--- config.mk ---
export PLATFORM = sky130hd
export DESIGN_NAME = slave_io_map
export DESIGN_NICKNAME = d
export VERILOG_FILES = /design/src/hw/slave_io_map_pkg.sv /design/src/hw/slave_io_map.sv
export SDC_FILE = /design/constraint.sdc
export NUM_CORES = 1
export LEC_CHECK = 0
export ABC_CLOCK_PERIOD_IN_PS = 17840
export BUFFER_PORTS_ARGS = -buffer_cell sky130_fd_sc_hd__buf_4
export CORE_MARGIN = 1
export CORE_UTILIZATION = 59
export DETAILED_ROUTE_END_ITERATION = 8
export GPL_TIMING_DRIVEN = 0
export PLACE_DENSITY = 0.78
export SETUP_SLACK_MARGIN = 0.4
export SLEW_MARGIN = 20
export SYNTH_ARGS = -nofsm -noshare
export SYNTH_HDL_FRONTEND = slang
export SYNTH_SLANG_ARGS = --single-unit
--- constraint.sdc ---
create_clock -name clk -period 17.84 [get_ports clk]
set_input_delay 3.568 -clock clk [delete_from_list [all_inputs] [get_ports clk]]
set_output_delay 3.568 -clock clk [all_outputs]
set_load 0.02 [all_outputs]
--- src/hw/slave_io_map_pkg.sv ---
// Shared constants and types for the slave I/O allocation map.
package slave_io_map_pkg;

    localparam int NODES = 16;
    localparam int WORDS = 8;

    // APB byte addresses.
    localparam logic [7:0] ADDR_OUT_BASE = 8'h00;
    localparam logic [7:0] ADDR_IN_BASE = 8'h20;
    localparam logic [7:0] ADDR_ACT_OUT = 8'h40;
    localparam logic [7:0] ADDR_ACT_IN = 8'h44;
    localparam logic [7:0] ADDR_ERR_OUT = 8'h48;
    localparam logic [7:0] ADDR_ERR_IN = 8'h4c;
    localparam logic [7:0] ADDR_CTRL = 8'h50;
    localparam logic [7:0] ADDR_IRQ_STAT = 8'h54;
    localparam logic [7:0] ADDR_IRQ_MASK = 8'h58;

    // Image regions are selected by address bits 7:5.
    localparam logic [2:0] REGION_OUT = 3'h0;
    localparam logic [2:0] REGION_IN = 3'h1;

    // Control register fields.
    localparam int CTRL_WIDE_BIT = 0;
    localparam int CTRL_RESTART_BIT = 1;
    localparam logic CTRL_WIDE_RESET = 1'b1;

    // Interrupt status and mask fields.
    localparam int IRQ_WIDTH = 3;
    localparam int IRQ_JOIN_BIT = 0;
    localparam int IRQ_REFUSE_BIT = 1;
    localparam int IRQ_DROP_BIT = 2;
    localparam logic [IRQ_WIDTH-1:0] IRQ_MASK_RESET = 3'h0;

    // Byte ownership masks of one node slot.
    localparam logic [7:0] MASK_FULL = 8'hff;
    localparam logic [7:0] MASK_NIBBLE = 8'h0f;
    localparam logic [7:0] MASK_NONE = 8'h00;

    // Slot limits for the narrow (nodes 0 to 7) and wide (0 to 15) maps.
    localparam logic [4:0] LIMIT_NARROW = 5'h08;
    localparam logic [4:0] LIMIT_WIDE = 5'h10;

    typedef enum logic [2:0] {
        KIND_8PT = 3'h0,
        KIND_4PT = 3'h1,
        KIND_16PT = 3'h3,
        KIND_32PT = 3'h2,
        KIND_ANA48 = 3'h6,
        KIND_ANA64 = 3'h7
    } slaveKind_t;

    typedef struct packed {
        logic [3:0] node;
        slaveKind_t kind;
        logic hasOut;
        logic hasIn;
    } joinReq_t;

    typedef struct packed {
        logic [3:0] node;
        logic isOut;
        logic isIn;
    } dropReq_t;

    typedef struct packed {
        logic [3:0] slot;
        logic [7:0] data;
    } inByte_t;

    // Number of node slots a slave of the given kind occupies.
    function automatic logic [4:0] slotCount(input slaveKind_t kind);
        case (kind)
            KIND_8PT: slotCount = 5'h01;
            KIND_4PT: slotCount = 5'h01;
            KIND_16PT: slotCount = 5'h02;
            KIND_32PT: slotCount = 5'h04;
            KIND_ANA48: slotCount = 5'h06;
            KIND_ANA64: slotCount = 5'h08;
            default: slotCount = 5'h01;
        endcase
    endfunction

endpackage

--- src/hw/slave_io_map.sv ---
// Remote slave I/O image allocator with APB register access and sticky node flags.
`timescale 1ns/100ps

module slave_io_map (
    // Clock and reset
    input wire logic clk,
    input wire logic reset,
    // APB slave
    input wire logic psel,
    input wire logic penable,
    input wire logic pwrite,
    input wire logic [7:0] paddr,
    input wire logic [31:0] pwdata,
    output logic [31:0] prdata,
    output logic pready,
    output logic pslverr,
    // Network side: joining, dropping out and input data
    input wire logic joinStrobe,
    input wire slave_io_map_pkg::joinReq_t joinReq,
    input wire logic dropStrobe,
    input wire slave_io_map_pkg::dropReq_t dropReq,
    input wire logic inStrobe,
    input wire slave_io_map_pkg::inByte_t inByte,
    // Output image towards the output slaves, slot n in bits 8n+7:8n
    output logic [127:0] outImage,
    // Status
    output logic linkStatusLamp,
    output logic irq
);

    ////////////////////////////////////////////////////////////////////////////
    // APB access phase
    logic access;
    logic writeAcc;
    logic [2:0] region;
    logic [2:0] wordIdx;
    logic aligned;
    logic ctrlWide;
    logic next_ctrlWide;
    logic restart;

    assign access = psel & penable & pready;
    assign writeAcc = access & pwrite;
    assign region = paddr[7:5];
    assign wordIdx = paddr[4:2];
    assign aligned = (paddr[1:0] == 2'h0);
    assign restart = writeAcc && aligned && paddr == slave_io_map_pkg::ADDR_CTRL &&
        pwdata[slave_io_map_pkg::CTRL_RESTART_BIT];

    ////////////////////////////////////////////////////////////////////////////
    // Join decode: slot range and refusal
    logic [4:0] startSlot;
    logic [4:0] endSlot;
    logic [4:0] limit;
    logic joinOk;
    logic joinBad;
    logic [15:0] claim;
    logic [7:0] claimMask;
    logic nextLamp;

    always_comb begin
        if (slave_io_map_pkg::slotCount(joinReq.kind) == 5'h01) begin
            startSlot = {1'b0, joinReq.node};
        end else begin
            startSlot = {1'b0, joinReq.node[3:1], 1'b0};
        end
        endSlot = startSlot + slave_io_map_pkg::slotCount(joinReq.kind);
        limit = ctrlWide ? slave_io_map_pkg::LIMIT_WIDE : slave_io_map_pkg::LIMIT_NARROW;
        joinOk = joinStrobe && endSlot <= limit;
        joinBad = joinStrobe && endSlot > limit;
        claimMask = (joinReq.kind == slave_io_map_pkg::KIND_4PT) ?
            slave_io_map_pkg::MASK_NIBBLE : slave_io_map_pkg::MASK_FULL;
        for (int i = 0; i < slave_io_map_pkg::NODES; i++) begin
            claim[i] = joinOk && 5'(i) >= startSlot && 5'(i) < endSlot;
        end
        nextLamp = linkStatusLamp;
        if (restart) begin
            nextLamp = 1'b0;
        end
        if (joinOk) begin
            nextLamp = 1'b1;
        end else if (joinBad) begin
            nextLamp = 1'b0;
        end
    end

    always_ff @(posedge clk or posedge reset) begin
        if (reset) begin
            linkStatusLamp <= 1'b0;
        end else begin
            linkStatusLamp <= nextLamp;
        end
    end

    ////////////////////////////////////////////////////////////////////////////
    // Image storage, one slot byte per node and direction
    logic [15:0][7:0] outData;
    logic [15:0][7:0] inData;
    logic [15:0][7:0] outMask;
    logic [15:0][7:0] inMask;

    assign outImage = outData;

    generate
        for (genvar s = 0; s < slave_io_map_pkg::NODES; s++) begin : g_slot
            logic [7:0] next_outData;
            logic [7:0] next_inData;
            logic [7:0] next_outMask;
            logic [7:0] next_inMask;
            logic slotWrite;

            // Even slot is the low byte of a word, odd slot the high byte.
            assign slotWrite = writeAcc && aligned && region == slave_io_map_pkg::REGION_OUT &&
                wordIdx == 3'(s / 2);

            always_comb begin
                next_outData = outData[s];
                next_inData = inData[s];
                next_outMask = outMask[s];
                next_inMask = inMask[s];
                if (restart) begin
                    next_outData = 8'h00;
                    next_inData = 8'h00;
                    next_outMask = slave_io_map_pkg::MASK_NONE;
                    next_inMask = slave_io_map_pkg::MASK_NONE;
                end
                if (slotWrite) begin
                    next_outData = pwdata[8*(s%2)+:8] & outMask[s];
                end
                if (inStrobe && inByte.slot == 4'(s)) begin
                    next_inData = inByte.data & inMask[s];
                end
                // A fresh claim clears stale data so unused bits read zero.
                if (claim[s] && joinReq.hasOut) begin
                    next_outMask = claimMask;
                    next_outData = 8'h00;
                end
                if (claim[s] && joinReq.hasIn) begin
                    next_inMask = claimMask;
                    next_inData = 8'h00;
                end
            end

            always_ff @(posedge clk or posedge reset) begin
                if (reset) begin
                    outData[s] <= 8'h00;
                    inData[s] <= 8'h00;
                    outMask[s] <= slave_io_map_pkg::MASK_NONE;
                    inMask[s] <= slave_io_map_pkg::MASK_NONE;
                end else begin
                    outData[s] <= next_outData;
                    inData[s] <= next_inData;
                    outMask[s] <= next_outMask;
                    inMask[s] <= next_inMask;
                end
            end
        end
    endgenerate

    ////////////////////////////////////////////////////////////////////////////
    // Sticky active and error flags per node
    logic [15:0] activeOut;
    logic [15:0] activeIn;
    logic [15:0] errOut;
    logic [15:0] errIn;
    logic [15:0] next_activeOut;
    logic [15:0] next_activeIn;
    logic [15:0] next_errOut;
    logic [15:0] next_errIn;
    logic [15:0] joinNode;
    logic [15:0] dropNode;

    always_comb begin
        joinNode = joinOk ? (16'h0001 << joinReq.node) : 16'h0000;
        dropNode = dropStrobe ? (16'h0001 << dropReq.node) : 16'h0000;
        next_activeOut = activeOut;
        next_activeIn = activeIn;
        next_errOut = errOut;
        next_errIn = errIn;
        if (restart) begin
            next_activeOut = 16'h0000;
            next_activeIn = 16'h0000;
            next_errOut = 16'h0000;
            next_errIn = 16'h0000;
        end
        // Drop-out leaves the active flag alone; a rejoin clears the error.
        if (joinReq.hasOut) begin
            next_activeOut = next_activeOut | joinNode;
            next_errOut = next_errOut & ~joinNode;
        end
        if (joinReq.hasIn) begin
            next_activeIn = next_activeIn | joinNode;
            next_errIn = next_errIn & ~joinNode;
        end
        if (dropReq.isOut) begin
            next_errOut = next_errOut | dropNode;
        end
        if (dropReq.isIn) begin
            next_errIn = next_errIn | dropNode;
        end
    end

    always_ff @(posedge clk or posedge reset) begin
        if (reset) begin
            activeOut <= 16'h0000;
            activeIn <= 16'h0000;
            errOut <= 16'h0000;
            errIn <= 16'h0000;
        end else begin
            activeOut <= next_activeOut;
            activeIn <= next_activeIn;
            errOut <= next_errOut;
            errIn <= next_errIn;
        end
    end

    ////////////////////////////////////////////////////////////////////////////
    // Control and interrupts
    logic [slave_io_map_pkg::IRQ_WIDTH-1:0] irqStat;
    logic [slave_io_map_pkg::IRQ_WIDTH-1:0] irqMask;
    logic [slave_io_map_pkg::IRQ_WIDTH-1:0] next_irqStat;
    logic [slave_io_map_pkg::IRQ_WIDTH-1:0] next_irqMask;
    logic [slave_io_map_pkg::IRQ_WIDTH-1:0] events;
    logic next_irq;

    always_comb begin
        events = '0;
        events[slave_io_map_pkg::IRQ_JOIN_BIT] = joinOk;
        events[slave_io_map_pkg::IRQ_REFUSE_BIT] = joinBad;
        events[slave_io_map_pkg::IRQ_DROP_BIT] = dropStrobe;
        next_ctrlWide = ctrlWide;
        next_irqStat = irqStat;
        next_irqMask = irqMask;
        if (writeAcc && aligned) begin
            case (paddr)
                slave_io_map_pkg::ADDR_CTRL: begin
                    next_ctrlWide = pwdata[slave_io_map_pkg::CTRL_WIDE_BIT];
                end
                slave_io_map_pkg::ADDR_IRQ_STAT: begin
                    next_irqStat = irqStat & ~pwdata[slave_io_map_pkg::IRQ_WIDTH-1:0];
                end
                slave_io_map_pkg::ADDR_IRQ_MASK: begin
                    next_irqMask = pwdata[slave_io_map_pkg::IRQ_WIDTH-1:0];
                end
                default: begin
                    next_ctrlWide = ctrlWide;
                end
            endcase
        end
        // A new event in the clearing cycle stays set.
        next_irqStat = next_irqStat | events;
        next_irq = |(next_irqStat & next_irqMask);
    end

    always_ff @(posedge clk or posedge reset) begin
        if (reset) begin
            ctrlWide <= slave_io_map_pkg::CTRL_WIDE_RESET;
            irqStat <= '0;
            irqMask <= slave_io_map_pkg::IRQ_MASK_RESET;
            irq <= 1'b0;
        end else begin
            ctrlWide <= next_ctrlWide;
            irqStat <= next_irqStat;
            irqMask <= next_irqMask;
            irq <= next_irq;
        end
    end

    ////////////////////////////////////////////////////////////////////////////
    // APB answer: one wait cycle so read data and ready come from flip-flops
    logic [31:0] next_prdata;
    logic next_pready;
    logic next_pslverr;
    logic hit;

    always_comb begin
        hit = aligned;
        next_prdata = 32'h0000_0000;
        if (region == slave_io_map_pkg::REGION_OUT) begin
            next_prdata = {16'h0000, outData[{wordIdx, 1'b1}], outData[{wordIdx, 1'b0}]};
        end else if (region == slave_io_map_pkg::REGION_IN) begin
            next_prdata = {16'h0000, inData[{wordIdx, 1'b1}], inData[{wordIdx, 1'b0}]};
        end else begin
            case (paddr)
                slave_io_map_pkg::ADDR_ACT_OUT: next_prdata = {16'h0000, activeOut};
                slave_io_map_pkg::ADDR_ACT_IN: next_prdata = {16'h0000, activeIn};
                slave_io_map_pkg::ADDR_ERR_OUT: next_prdata = {16'h0000, errOut};
                slave_io_map_pkg::ADDR_ERR_IN: next_prdata = {16'h0000, errIn};
                slave_io_map_pkg::ADDR_CTRL: next_prdata = {31'h0000_0000, ctrlWide};
                slave_io_map_pkg::ADDR_IRQ_STAT: next_prdata = {29'h0000_0000, irqStat};
                slave_io_map_pkg::ADDR_IRQ_MASK: next_prdata = {29'h0000_0000, irqMask};
                default: hit = 1'b0;
            endcase
        end
        if (region == slave_io_map_pkg::REGION_IN && pwrite) begin
            hit = 1'b0;
        end
        next_pready = psel && penable && !pready;
        next_pslverr = next_pready && !hit;
        if (!next_pready || pwrite || !hit) begin
            next_prdata = 32'h0000_0000;
        end
    end

    always_ff @(posedge clk or posedge reset) begin
        if (reset) begin
            prdata <= 32'h0000_0000;
            pready <= 1'b0;
            pslverr <= 1'b0;
        end else begin
            prdata <= next_prdata;
            pready <= next_pready;
            pslverr <= next_pslverr;
        end
    end

endmodule

==> results of run 1 <==
cell type report:
class,instances,area (sq um),area share
Sequential cell,411,10300,0.438
Multi-Input combinational cell,1312,9050,0.386
Clock inverter,8,121,0.00517
Timing Repair Buffer,184,1470,0.0625
Tap cell,448,561,0.0239
Buffer,157,684,0.0291
Antenna cell,3,7.51,0.000320
Clock buffer,63,1260,0.0537
Inverter,9,41.3,0.00176
logic make-up (layout without fill, tap and decap cells):
family,after synthesis,count (layout),synth area share
buf+inv,166,421,0.0358
simple gates,716,716,0.172
other cells,1,19,0.000188
flops,411,411,0.515
xor+xnor,4,4,0.00175
compound gates,423,423,0.147
mux,147,147,0.124
fa+ha+maj,6,6,0.00413
registers in the layout, indices dropped and copies added, names as in the netlist, 16 cells and up:
| name | count |
|---|---|
| prdata | 16 |
| activeOut | 16 |
| errOut | 16 |
| inMask | 32 |
| outImage | 128 |
| activeIn | 16 |
| outMask | 32 |
| inData | 128 |
| errIn | 16 |
worst paths after layout:
check	endpoint	start
max	outMask[46]	joinReq[6]
min in group asynchronous	outImage[11]	reset
min	activeOut[9]	activeOut[9]
max reg2reg	outImage[120]	pready
max in group asynchronous	irq	reset
min reg2reg	activeOut[9]	activeOut[9]
critical path: stages:
cell and delay (ns):
buf_4 0.09, clkbuf_1 0.41, inv_1 0.24, fa_1 0.55, nor2b_1 0.15, o21ai_0 0.15
nand2_1 0.22, ha_1 0.27, nor2b_1 0.14, o32a_4 0.23, nor2_4 0.15, nand3b_1 0.41
nor2_1 0.95, mux2i_1 0.28
cells in the final DEF (no fill, tap or decap), types with 21 or more instances in the layout:
cell type	n
a32oi_1	120
dfrtp_1	410
a21oi_1	143
clkbuf_1	112
mux2i_1	54
a21o_1	51
nand2_1	132
a22o_1	21
nand3_1	261
nor2_1	194
buf_4	197
clkbuf_16	43
o21ai_0	31
mux4_2	79
layer usage:
| layer | GRT usage | vias to the layer above |
|---|---|---|
| met3 | 0.126 | 347 |
| met2 | 0.658 | 1593 |
| met5 | 0 | - |
| met4 | 0.255 | 0 |
| met1 | 0.562 | 8974 |
| li1 | - | 7481 |
power breakdown:
part	switching (mW)	total [mW]	internal, mW
combinational	0.224	0.400	0.175
clock	0.372	0.902	0.529
sequential	0.149	1.24	1.09
total	0.745	2.54	1.79
stage by stage:
step           hold WS (ns)  TNS (ns)  total power [mW]  area [sq um]  utilization
3_3_place_gp          0.453   -482.67              1.60         21900        0.656
4_1_cts               0.476         0              2.51         23500        0.701
2_1_floorplan         0.439         0              1.48         20000            -
5_1_grt               0.499         0              2.61         23500        0.702
3_5_place_dp          0.459         0              1.63         22100        0.660
6_report              0.477         0              2.54         23500        0.702
==> flow_summary.toml, run 1 <==
[status]
status = "finished clean"

[route]
wl_met2_microns = 33000
finalWirelength_microns = 74500
vias_per_cell = 7.09
vias = 18395
highest_layer = "met4"
wire_per_inst_microns = 28.7
first_pass_iters = 6
wl_met3_microns = 10400
drc_errors = 0
ant_nets = 0
drtIter0Drc = 2663
wl_met1_microns = 25900

[timing]
setup-violations-final = 0
drv_slew = 0
fin_skew_ns = 0.0304
setup_ws_ns = 10.47
hold_viol = 0
worst_slew_pin_slew_ns = 1.29
slew-limit-headroom = 0.139
min_period_ns = 7.37
max_freq_mhz = 136
finalCritPeriodShare = 0.413
grt_setup_unrepaired = "false"

[clock_network]
cts.sink_count = 411
clk_pin_slew_ns = 0.06
postCtsSetupBuffers = 0
htree_levels = 2
cts-root-buf = "clkbuf_16"
cts_tree = "done"
ctsHoldBuffers = 0
clk_latency_ns = 0.55
cts_buffers = 43
cts_resized = 0
clockBufferDepth = 3

[finish]
drive_above_1_share = 0.195
nets = 2199
layout.cells.non_filler = 2595
fill_cells = 2471
syn_to_final_growth_pct = 17.5

[pwr]
p_leak_nw = 10.5
ir_worst_vdd_uv = 89.7
powerDensity_mw_per_mm2 = 108

[floorplan]
dieArea_sq_mm = 0.0346
io_pins = 239
die_h_microns = 186
core-area_sq_mm = 0.0334
row_count = 67
start_util = 0.597
die_w_microns = 186

[place]
io_buffers = 179
gp_congestion = 1.05
hpwl_microns = 53600
dp.cells = 2520
preCtsSetupSlack_ns = 10.04

[grt]
grt.overflow.total = 0
grt_pass1_wl_microns = 109000
grt_usage = 0.436
grt_start_max_net_pins = 109
antenna_found_initial = 3
grt_pass1_vias = 17260

[worst_setup_path]
arrival_ns = 7.84
start_kind = "input port"
cp.required_ns = 18.31
regToRegSetupSlack_ns = 14.46
crit_fanout = 10
crit_type = "input port to register"
cp-end-kind = "register"
ff2ff_path_depth = 8

[min_path]
min_path_type = "register to register"
holdPathStages = 1

[synth]
synth_top_area_frac = 0.513
ys_types = 64
synthArstFlopShare = 1.00
synth_ff_type = "dfrtp_1"
yosysMostFrequentCell = "dfrtp_1"
yosys-top-cells-area = "dfrtp_1 51%, mux4_2 8.9%, nand3_1 6.5%"
ys_top_cells_by_count = "410 x dfrtp_1, 261 x nand3_1, 194 x nor2_1"
syn_area_sq_mm = 0.0200
synth_edf_count = 0
synth-seq-cells = 411
synth_seq_area_share = 0.515
synth_area_per_cell_sq_um = 10.7
ys_warn_count = 0
synthCells = 1874
yosysTopAreaCell = "dfrtp_1"

[run]
maxCapViolCount = 0
No activity file was read; power rests on OpenSTA's default activity.
==> run 2, diff against run 1 <==
--- a/config.mk
+++ b/config.mk
@@ -5,13 +5,14 @@
 export SDC_FILE = /design/constraint.sdc
 export NUM_CORES = 1
 export LEC_CHECK = 0
-export ABC_CLOCK_PERIOD_IN_PS = 17840
+export ABC_AREA = 1
+export ABC_CLOCK_PERIOD_IN_PS = 6400
 export BUFFER_PORTS_ARGS = -buffer_cell sky130_fd_sc_hd__buf_4
 export CORE_MARGIN = 1
-export CORE_UTILIZATION = 59
+export CORE_UTILIZATION = 54
 export DETAILED_ROUTE_END_ITERATION = 8
 export GPL_TIMING_DRIVEN = 0
-export PLACE_DENSITY = 0.78
+export PLACE_DENSITY = 0.74
 export SETUP_SLACK_MARGIN = 0.4
 export SLEW_MARGIN = 20
 export SYNTH_ARGS = -nofsm -noshare
==> constraint.sdc (replaced) <==
create_clock -name clk -period 6.4 [get_ports clk]
set_input_delay 1.28 -clock clk [delete_from_list [all_inputs] [get_ports clk]]
set_output_delay 1.28 -clock clk [all_outputs]
set_load 0.02 [all_outputs]
==> run 2 against run 1 <==
Wire length up 25%. Largest power group unchanged. Synthesized cell count increased by 55%. Register-to-register slack got worse by 11 ns. Area after synthesis rose by 9.4%. Sequential share of layout area down 4.1 points. Utilization shrank 5.2 points. Combinational power grew to 3.4 times the previous value. Largest cell class unchanged.
==> flow_summary.toml, run 2 <==
[status]
status = "finished clean"

[worst_setup_path]
start_kind = "input port"
regToRegSetupSlack_ns = 3.61
timing.rr.end = "outImage[103]"
cp.required_ns = 6.88
arrival_ns = 4.68
cp-end-kind = "register"
crit_type = "input port to register"
crit_fanout = 10
ff2ff_path_depth = 11
reg2reg_from = "ctrlWide"

[synth]
synth_seq_area_share = 0.471
yosys-top-cells-area = "dfrtp_1 47%, nand2_1 14%, nand3_1 8.5%"
synthCells = 2914
synth_area_per_cell_sq_um = 7.50
synth_ff_type = "dfrtp_1"
syn_area_sq_mm = 0.0219
synth-seq-cells = 411
yosysTopAreaCell = "dfrtp_1"
yosysMostFrequentCell = "nand2_1"
synthArstFlopShare = 1.00
synth_top_area_frac = 0.469
ys_warn_count = 0
ys_top_cells_by_count = "828 x nand2_1, 410 x dfrtp_1, 370 x nand3_1"
synth_edf_count = 0
ys_types = 48

[grt]
grt_start_max_net_pins = 35
grt_pass1_vias = 21797
grt_usage = 0.456
grt_pass1_wl_microns = 137000
antenna_found_initial = 5
grt.overflow.total = 0

[route]
finalWirelength_microns = 93400
vias = 22991
ant_nets = 0
drtIter0Drc = 3252
drc_errors = 0
vias_per_cell = 6.14
wire_per_inst_microns = 24.9
first_pass_iters = 6

[clock_network]
htree_levels = 2
cts-root-buf = "clkbuf_16"
cts.sink_count = 411
clk_pin_slew_ns = 0.06
clockBufferDepth = 3
cts_buffers = 46
clk_latency_ns = 0.61
ctsHoldBuffers = 0
postCtsSetupBuffers = 0
cts_tree = "done"
cts_resized = 0

[min_path]
min_to = "pready"
worstHoldStart = "pready"
holdPathStages = 1
min_path_type = "register to register"

[finish]
syn_to_final_growth_pct = 18.5
mostFrequentLayoutCell = "nand2_1"
nets = 3262
postLayoutCoreUtil = 0.651
layout_common_cells = "828 x nand2_1, 410 x dfrtp_1, 370 x nand3_1, 346 x inv_1, 226 x nor2_1"
layout.cells.non_filler = 3747
drive_above_1_share = 0.146

[floorplan]
start_util = 0.549
die_h_microns = 203
die_w_microns = 203
row_count = 73
core-area_sq_mm = 0.0398
io_pins = 239
dieArea_sq_mm = 0.0413

[timing]
setup-violations-final = 0
finalCritPeriodShare = 0.656
slew-limit-headroom = 0.0954
grt_setup_unrepaired = "false"
fin_skew_ns = 0.0307
drv_slew = 0
hold_viol = 0
min_period_ns = 4.20
worst_slew_pin_slew_ns = 1.36
max_freq_mhz = 238

[place]
io_buffers = 189
hpwl_microns = 68800
gp_congestion = 1.03
dp.cells = 3658

[run]
maxCapViolCount = 0

[pwr]
ir_worst_vdd_uv = 293
p_leak_nw = 14.1
powerDensity_mw_per_mm2 = 291
==> run 2: changes by cell type after synthesis, sizes merged, moves of 112 or more <==
cell	previous run	this run
inv	9	356
nand3	263	392
a32oi	120	0
nand2	132	841
o21ai	31	212
a21oi	143	31
==> run 2: kinds of logic (layout without fill, tap and decap cells) <==
kind of cell	Yosys count	in the layout	synth area share
and+or+nand+nor	1643	1643	0.335
buffers and inverters	502	792	0.0975
DFF	411	411	0.471
AOI/OAI and AO/OA	350	350	0.0921
adders and majority gates	6	6	0.00378
other	1	19	0.000172
muxes	1	1	0.000458
==> run 2: routing by layer <==
metal | part of all wire | wire length, microns | up-vias | track usage
li1 | - | - | 9959 | -
met5 | 0.0012 | 115 | - | 0.0143
met1 | 0.37 | 34300 | 10858 | 0.603
met3 | 0.14 | 13000 | 421 | 0.124
met4 | 0.080 | 7460 | 6 | 0.314
met2 | 0.41 | 38600 | 1747 | 0.651
==> run 2: report_power, final <==
| part | switching [mW] | internal [mW] |
|---|---|---|
| sequential | 0.351 | 3.05 |
| combinational | 0.917 | 0.457 |
| clock | 1.14 | 1.64 |
==> run 2: how the worst max path moves through the flow <==
stage                from            end  slack (ns)  cells past startpoint
2_1_floorplan       reset    activeIn[0]       -0.42                      1
3_3_place_gp        reset    activeIn[8]       -2.84                      2
3_5_place_dp   joinReq[3]   outMask[102]        1.67                     18
4_1_cts        joinReq[3]   outMask[102]        2.29                     18
5_1_grt        joinReq[3]  outImage[103]        1.98                     18
6_report       joinReq[3]  outImage[103]        2.20                     18
==> run 2: critical path, stage by stage <==
cell     delay (ns)
buf_4          0.14
nand2_1        0.07
inv_1          0.04
o21ai_0        0.27
fa_1           0.28
nor2_1         0.08
nor2_4         0.27
inv_1          0.22
ha_1           0.33
nand2_1        0.06
nor2_1         0.13
nand3_2        0.08
nand2_2        0.20
nand3_1        0.12
nor2_2         0.29
nand3_1        0.52
nand2_1        0.24
inv_1          0.05
==> run 2: layout make-up <==
| class | count | area, sq um |
|---|---|---|
| plain buffers | 140 | 773 |
| inverters | 362 | 1360 |
| clock buffers | 70 | 1400 |
| repair buffers | 204 | 1740 |
| clock inverters | 16 | 183 |
| flip-flops and latches | 411 | 10300 |
| well taps | 525 | 657 |
| diodes | 3 | 7.51 |
| fillers | 3591 | 13900 |
| multi-input cells | 2016 | 9490 |
==> run 2: stage by stage <==
step	worst slack, ns	hold WS (ns)	setup TNS, ns	cell area [sq um]	power, mW
global route	1.98	0.501	0	25900	7.82
detailed placement	1.67	0.467	0	24300	4.74
CTS	2.29	0.477	0	25900	7.48
floorplan	-0.419	0.446	-171.71	21900	4.21
finish	2.20	0.477	0	25900	7.54
global placement	-2.84	0.463	-1133.33	24000	4.67
